==> src/common/ebsr_pkg.sv <==
// Summary of operation
// - Routing register at 07h, resets FFh
// - Upper nibble routes second source, decoded
// - Lower nibble routes first source, decoded
// - Six-input variant swaps 6/7 for references
// - Bias register at 08h, resets 00h
// - Bit 7 picks midpoint or twelfth level
// - Bias generator off unless any input connected
// - Bit 6 common, bits 5:0 inputs
// - Any combination of bias connects allowed
// - System control at 09h, resets 10h
`default_nettype none
package ebsr_pkg;
  // Register offsets
  localparam logic [7:0] EBSR_ADDR_ROUTING = 8'h07;
  localparam logic [7:0] EBSR_ADDR_BIAS    = 8'h08;
  localparam logic [7:0] EBSR_ADDR_SYSCTL  = 8'h09;
  // Reset values
  localparam logic [7:0] EBSR_RST_ROUTING  = 8'hff;
  localparam logic [7:0] EBSR_RST_BIAS     = 8'h00;
  localparam logic [7:0] EBSR_RST_SYSCTL   = 8'h10;
  // Field positions
  localparam int EBSR_SECOND_LSB  = 4;
  localparam int EBSR_LEVEL_BIT   = 7;
  localparam int EBSR_COMMON_BIT  = 6;
  localparam int EBSR_MON_LSB     = 5;
  localparam int EBSR_CAL_LSB     = 3;
  localparam int EBSR_TIMEOUT_BIT = 2;
  localparam int EBSR_CRC_BIT     = 1;
  localparam int EBSR_STAT_BIT    = 0;
  // Channel decode codes
  localparam logic [3:0] EBSR_CODE_LAST_INPUT = 4'hb;
  localparam logic [3:0] EBSR_CODE_LAST_SIX   = 4'h5;
  localparam logic [3:0] EBSR_CODE_REF_POS    = 4'h6;
  localparam logic [3:0] EBSR_CODE_REF_NEG    = 4'h7;
  localparam logic [3:0] EBSR_CODE_COMMON     = 4'hc;
  localparam int EBSR_NUM_INPUTS = 12;
  // Per-source one-hot switch vector: [11:0] inputs, 12 common, 13 ref+, 14 ref-
  localparam int EBSR_SW_W = 15;
endpackage
`default_nettype wire

==> src/core/ebsr_regs.sv <==
// The address-and-strobe port was decided locally.
`default_nettype none
module ebsr_regs
(
  // Clock and reset
  input  wire logic                      i_sys_clk,
  input  wire logic                      i_rst,
  // Device variant: high for six-input part
  input  wire logic                      i_six_input,
  // Register port
  input  wire logic [7:0]                i_addr,
  input  wire logic [7:0]                i_wdata,
  input  wire logic                      i_wr,
  input  wire logic                      i_rd,
  output logic      [7:0]                o_rdata,
  // Excitation switch controls
  output logic [ebsr_pkg::EBSR_SW_W-1:0] o_first_source_sw,
  output logic [ebsr_pkg::EBSR_SW_W-1:0] o_second_source_sw,
  // Bias controls
  output logic                           o_bias_level_select,
  output logic                           o_bias_gen_enable,
  output logic                           o_bias_to_common_input,
  output logic      [5:0]                o_bias_to_input,
  // System control fields
  output logic      [2:0]                o_monitor_select,
  output logic      [1:0]                o_calibration_sample_count,
  output logic                           o_timeout_enable,
  output logic                           o_checksum_enable,
  output logic                           o_status_byte_enable
);
  import ebsr_pkg::*;

  // Two excitation sources share the routing register
  localparam int NUM_SOURCES = 2;
  // Width of one channel code field
  localparam int CODE_W      = EBSR_SECOND_LSB;

  // Whole block state in one record, so reset and next state cannot drift
  typedef struct packed {
    logic [7:0]           routing;
    logic [7:0]           bias;
    logic [7:0]           sysctl;
    logic [7:0]           rdata;
    logic [EBSR_SW_W-1:0] sw1;
    logic [EBSR_SW_W-1:0] sw2;
    logic                 bias_en;
  } ebsr_state_type;

  // Reset image of the record
  localparam ebsr_state_type EBSR_STATE_RST = '{
    // Registers at their power-on values
    routing: EBSR_RST_ROUTING,
    bias:    EBSR_RST_BIAS,
    sysctl:  EBSR_RST_SYSCTL,
    // Read data idle, every switch open, generator off
    rdata:   8'h00,
    sw1:     '0,
    sw2:     '0,
    bias_en: 1'b0
  };

  // Registered state and its next value
  ebsr_state_type                         state_q;
  ebsr_state_type                         state_d;

  // Address decode
  logic                                   hit_routing;
  logic                                   hit_bias;
  logic                                   hit_sysctl;

  // Per-register write enables
  logic                                   wr_routing;
  logic                                   wr_bias;
  logic                                   wr_sysctl;

  // Read path; latched for exactly one cycle, zero otherwise
  logic [7:0]                             rd_value;

  // Switch bank layout, per source:
  //   bits 11:0  analog inputs 0 to 11
  //   bit  12    common input
  //   bit  13    second reference, positive side
  //   bit  14    second reference, negative side
  //   all zero   source disconnected
  logic [NUM_SOURCES-1:0][EBSR_SW_W-1:0]  src_sw;

  // Bias byte field views
  logic                                   bias_level;
  logic                                   bias_common;
  logic [5:0]                             bias_inputs;

  // Bias connect bits, common input down to input 0
  logic [EBSR_COMMON_BIT:0]               bias_connect;
  logic                                   bias_any;

  // System control field views
  logic [2:0]                             mon_field;
  logic [1:0]                             cal_field;
  logic                                   timeout_field;
  logic                                   checksum_field;
  logic                                   status_field;

  // One compare per register; unmapped addresses hit nothing
  assign hit_routing = (i_addr == EBSR_ADDR_ROUTING);
  assign hit_bias    = (i_addr == EBSR_ADDR_BIAS);
  assign hit_sysctl  = (i_addr == EBSR_ADDR_SYSCTL);

  // Writes elsewhere are dropped without trace
  assign wr_routing  = i_wr && hit_routing;
  assign wr_bias     = i_wr && hit_bias;
  assign wr_sysctl   = i_wr && hit_sysctl;

  // Read selection; a read never changes any register
  always_comb
  begin
    rd_value = 8'h00;
    if (i_rd)
    begin
      case (i_addr)
        EBSR_ADDR_ROUTING:
        begin
          rd_value = state_q.routing;
        end
        EBSR_ADDR_BIAS:
        begin
          rd_value = state_q.bias;
        end
        EBSR_ADDR_SYSCTL:
        begin
          rd_value = state_q.sysctl;
        end
        default:
        begin
          rd_value = 8'h00;  // Unmapped reads give zero
        end
      endcase
    end
  end

  // One decoder per source: low nibble first, high nibble second;
  // the first source reuses the second's common and open codes
  for (genvar g = 0; g < NUM_SOURCES; g++)
  begin : g_source
    // Code field of this source
    logic [CODE_W-1:0]    code;
    // One-hot switch bank of this source
    logic [EBSR_SW_W-1:0] sw;

    // Field of this source inside the routing byte
    assign code = state_q.routing[g*CODE_W +: CODE_W];

    // Six-input part: 6 and 7 reach the second reference pair,
    // 8 to 11 have no pin there and leave the source open.
    // Strap is read live: a change re-decodes the held code next edge
    always_comb
    begin
      sw = '0;
      case (code)
        EBSR_CODE_REF_POS:
        begin
          if (i_six_input)
          begin
            sw[EBSR_NUM_INPUTS+1] = 1'b1;
          end
          else
          begin
            sw[code] = 1'b1;
          end
        end

        EBSR_CODE_REF_NEG:
        begin
          if (i_six_input)
          begin
            sw[EBSR_NUM_INPUTS+2] = 1'b1;
          end
          else
          begin
            sw[code] = 1'b1;
          end
        end

        // Only the twelve-input part has pins here
        4'h8, 4'h9, 4'ha, 4'hb:
        begin
          if (!i_six_input)
          begin
            sw[code] = 1'b1;
          end
        end

        // Common input, same for both sources
        EBSR_CODE_COMMON:
        begin
          sw[EBSR_NUM_INPUTS] = 1'b1;
        end

        // Open codes, also the state after reset
        4'hd, 4'he, 4'hf:
        begin
          sw = '0;
        end

        // Codes 0 to 5 are inputs on both variants
        default:
        begin
          sw[code] = 1'b1;
        end
      endcase
    end

    // Hand the bank to the shared next-state logic
    assign src_sw[g] = sw;
  end

  // Level bit sits above the connect bits and is not one of them
  assign bias_level  = state_q.bias[EBSR_LEVEL_BIT];
  assign bias_common = state_q.bias[EBSR_COMMON_BIT];
  assign bias_inputs = state_q.bias[EBSR_COMMON_BIT-1:0];

  // Any connect bit wakes the generator
  assign bias_connect = {bias_common, bias_inputs};
  assign bias_any     = |bias_connect;

  // Timing seen from the register port:
  //   edge 0  write strobe taken
  //   edge 1  register and field outputs show the new byte
  //   edge 2  switch banks and bias enable follow
  always_comb
  begin
    state_d = state_q;
    // Whole-byte writes; every bit is plain storage
    if (wr_routing)
    begin
      state_d.routing = i_wdata;
    end

    // Several bias connects may be set together
    if (wr_bias)
    begin
      state_d.bias = i_wdata;
    end

    if (wr_sysctl)
    begin
      state_d.sysctl = i_wdata;
    end

    // Read data stands one cycle, then falls back to zero
    state_d.rdata = rd_value;

    // Switches trail the stored code by a cycle, trading latency
    // for switch controls that never see a half-decoded code
    state_d.sw1 = src_sw[0];
    state_d.sw2 = src_sw[1];

    // Generator idles unless some connect bit is set
    state_d.bias_en = bias_any;
  end

  // State register; reset loads the whole image at once
  // Asynchronous reset opens every switch even with the clock stopped
  always_ff @(posedge i_sys_clk or posedge i_rst)
  begin
    if (i_rst)
    begin
      state_q <= EBSR_STATE_RST;
    end
    else
    begin
      state_q <= state_d;
    end
  end

  // System control fields picked apart once
  assign mon_field      = state_q.sysctl[7:EBSR_MON_LSB];
  assign cal_field      = state_q.sysctl[EBSR_MON_LSB-1:EBSR_CAL_LSB];
  assign timeout_field  = state_q.sysctl[EBSR_TIMEOUT_BIT];
  assign checksum_field = state_q.sysctl[EBSR_CRC_BIT];
  assign status_field   = state_q.sysctl[EBSR_STAT_BIT];

  // Register port read data
  assign o_rdata                    = state_q.rdata;

  // Excitation switch banks
  assign o_first_source_sw          = state_q.sw1;
  assign o_second_source_sw         = state_q.sw2;

  // Bias level and generator
  assign o_bias_level_select        = bias_level;
  assign o_bias_gen_enable          = state_q.bias_en;

  // Bias connects, any mix allowed
  assign o_bias_to_common_input     = bias_common;
  assign o_bias_to_input            = bias_inputs;

  // System control fields
  assign o_monitor_select           = mon_field;
  assign o_calibration_sample_count = cal_field;
  assign o_timeout_enable           = timeout_field;
  assign o_checksum_enable          = checksum_field;
  assign o_status_byte_enable       = status_field;
endmodule
`default_nettype wire
==> config.mk <==
export PLATFORM = sky130hd
export DESIGN_NAME = ebsr_regs
export DESIGN_NICKNAME = d
export VERILOG_FILES = /design/src/common/ebsr_pkg.sv /design/src/core/ebsr_regs.sv
export SDC_FILE = /design/constraint.sdc
export NUM_CORES = 1
export LEC_CHECK = 0
export BUFFER_PORTS_ARGS = -buffer_cell sky130_fd_sc_hd__buf_4
export CAP_MARGIN = 20
export CORE_MARGIN = 1
export CORE_UTILIZATION = 45
export DETAILED_ROUTE_END_ITERATION = 16
export PLACE_DENSITY = 0.75
export SETUP_SLACK_MARGIN = 0.05
export SLEW_MARGIN = 10
export SYNTH_ARGS = -nofsm -noshare
export SYNTH_HDL_FRONTEND = slang
export SYNTH_SLANG_ARGS = --single-unit
==> constraint.sdc <==
create_clock -name i_sys_clk -period 1.9 [get_ports i_sys_clk]
set_input_delay 0.38 -clock i_sys_clk [delete_from_list [all_inputs] [get_ports i_sys_clk]]
set_output_delay 0.38 -clock i_sys_clk [all_outputs]
set_load 0.02 [all_outputs]
==> metrics.txt <==
Initial Utilization 47.2%; maximum VDD drop 0.509 mV; Place WS 0.142 ns; Sw Pwr 0.644 mW; Yosys cell types 21; Critical Path RT 2.11 ns; Setup violations, final 0; Tightest Pin Transition 0.483 ns; Crit path max-delay family simple AND/OR/NAND/NOR gates; Setup crit start i_addr[5]; Fmax 708 MHz; crit path kind in2reg; core area 0.00514 mm²; FF-to-FF Start g_source[0].code[3]$_DFFE_PP1P_; Max FO, Critical Path 8; Die X 75.4 µm; cells along the critical path buf_4, nor4_4, nand4_2, mux2_2; setup ws final 0.488 ns; 1st-iter DRT viols 82; Layout Skew 0.0125 ns; DR top layer met4; post-synthesis xor/xnor area fraction 0%; slowest CP cell nor4_4; Seq/Total Area, Yosys 65.5%; Clk network pwr share 37.9%; RSZ-0062 raised after global routing no; max-cap check violation count 0; Post-Synthesis Cell Area 0.00242 mm²; die span in y 75.4 µm; initial antenna violation count 0; GRT Overall Usage 20.0%; H-tree lvl count 3; # port buffers 75; Placed Cells incl. Taps 314; met1 wire length 2.36 mm; Vias 1689; share of post-route cells with drive strength above 1 53.5%; Synth Area in Compound Gates 2.48%; cell leakage power 1.64 nW; met3 WL 372 µm; fillers 423; HPWL reported at the end of detailed placement 3.61 mm; Setup TNS 0 ns; total CTS buffers 9; Final nets 276; drt first pass iters 4; cell area after layout 0.00325 mm²; type of origin of the critical path input pin; n_diodes 0; met2 wire length 2.41 mm; Worst Hold Class in2async; drt wl/cell 15.7 µm; mux cell area share after synthesis 14.9%; internal power 2.10 mW; status finished, final reports clean; Clk Latency, worst-skew pair 0.33 ns; DRT antenna net count 0; largest family of logic cells by synthesized area simple AND/OR/NAND/NOR gates; GPL Wtd Cong 0.795; Root Buffer clkbuf_8; IO Count 76; WP data arrival 1.62 ns; power per cell area 845 mW/mm²; r2r endpoint o_first_source_sw[8]$_DFF_PP0_; relative slew slack 67.7%; synthesized area per cell 13.7 µm²; minimum clock period 1.41 ns; syn_nets 198; R2R cell count 2; Hold Slack 0.0818 ns; Post-CTS Hold Fix Bufs 0; Post-Place Cell Area 0.00307 mm²; final WL 5.17 mm; Rows 26; endpoints failing hold 0; Clock Tree Buf Depth 2; vias in the first global route 1584; clk sink count 63; CTS-repair resized insts 0; cell count after synthesis 177; period utilization 74.3%; CP bufs+invs 1; Post-CTS Setup Inserts 0; Reg power frac 52.5%; post-route insts no fill 330; routed vias/inst 5.12; Warnings, synthesis 0; Clock transition at path regs 0.06 ns; Sw Share 23.5%; CP peak stage delay 0.39 ns; DRC violations left 0; Max Transition Viols Final 0; pin count of the biggest net entering global routing 43; CTS tree yes; Yosys reg bits 63; Comb power frac 9.6%; CP Capture Type flop; wire length of the first global-routing pass 8.02 mm; die area 0.00568 mm²; Adder-Cell Fraction of Synth Area 0%; area added between synthesis and finish 34.1%; total congestion overflow 0; Post-Synth Simple-Gate Area 15.2%; flop2flop setup slack 0.56 ns
power by group through the flow:
stage / logic (mW) / clock network, mW / registers [mW]
3_5_place_dp: 0.268 / 0 / 1.46
3_3_place_gp: 0.263 / 0 / 1.46
6_report: 0.264 / 1.04 / 1.44
5_1_grt: 0.285 / 1.12 / 1.45
2_1_floorplan: 0.109 / 0 / 1.48
4_1_cts: 0.268 / 1.06 / 1.44
cells by family (layout without fill, tap and decap cells):
| family | after synthesis | in the layout |
|---|---|---|
| buf+inv | 12 | 95 |
| flops | 63 | 63 |
| mux | 32 | 32 |
| simple gates | 62 | 62 |
| compound gates | 8 | 8 |
worst reg2reg max path: stages, from the launching register on:
cell and delay (ns):
dfstp_2 0.61, or3b_2 0.51, nor3_1 0.14
through the flow:
stage	utilization (%)	total power, mW
floorplan	-	1.59
global placement	59.7	1.72
detailed placement	59.7	1.73
CTS	63.2	2.77
global route	63.2	2.85
finish	63.2	2.75
cell type report:
type / count / area [µm²] / area share (%)
inverter: 1 / 7.51 / 0.231
tap: 70 / 87.6 / 2.70
sequential: 63 / 1590 / 48.9
timing repair buffer: 78 / 598 / 18.4
multi-input combinational: 102 / 788 / 24.3
clock buffer: 16 / 180 / 5.54
per-layer routing:
metal  GRT usage, %  vias up
li1               -      780
met1           27.5      837
met2           29.4       70
met3           6.61        2
met4           8.44        0
met5              0        -
state kept, by name, summed over array words and instances, names as in the netlist:
name,count
o_calibration_sample_count,2
o_timeout_enable,1
o_rdata,8
o_bias_gen_enable,1
o_second_source_sw,15
o_monitor_select,3
g_source.code,8
o_bias_to_input,6
o_first_source_sw,15
o_checksum_enable,1
o_bias_level_select,1
o_bias_to_common_input,1
o_status_byte_enable,1
synth_stat cells:
cell type | n | area (µm²)
nand4b_2 | 1 | 15.0
and4b_2 | 1 | 11.3
inv_1 | 1 | 3.75
nor3b_4 | 1 | 18.8
nand2b_1 | 7 | 43.8
nand4_2 | 1 | 12.5
nor4_4 | 1 | 21.3
nor3_1 | 17 | 85.1
dfstp_2 | 9 | 236
clkbuf_1 | 9 | 33.8
nand3b_1 | 3 | 22.5
mux2_2 | 32 | 360
nand2_1 | 5 | 18.8
a22oi_1 | 8 | 60.1
nor4_1 | 4 | 25.0
nand3_2 | 1 | 10.0
buf_2 | 2 | 10.0
nor2_1 | 18 | 67.6
nor3b_1 | 1 | 7.51
dfrtp_1 | 54 | 1350
or3b_2 | 1 | 8.76
cell usage in the layout, fill, tap and decap left out, types with 3 or more instances in the layout:
cell type and n:
nor3_1 17, nor2_1 18, nand3b_1 3, dfstp_2 9, mux2_2 32, clkbuf_8 12, a22oi_1 8, buf_4 77
nor4_1 4, clkbuf_1 4, nand2b_1 7, dfrtp_1 54, nand2_1 5
worst max path at each step:
stage / end / slack (ns) / depth (start not counted)
finish: o_timeout_enable$_DFFE_PP0P_ / 0.49 / 4
CTS: o_calibration_sample_count[1] / 0.50 / 1
floorplan: o_bias_level_select$_DFFE_PP0P_ / 0.45 / 3
global route: o_timeout_enable$_DFFE_PP0P_ / 0.46 / 4
detailed placement: o_timeout_enable$_DFFE_PP0P_ / 0.14 / 4
global placement: o_monitor_select[2]$_DFFE_PP0P_ / 0.20 / 4
Note: power is estimated with default switching activity, not from simulation.
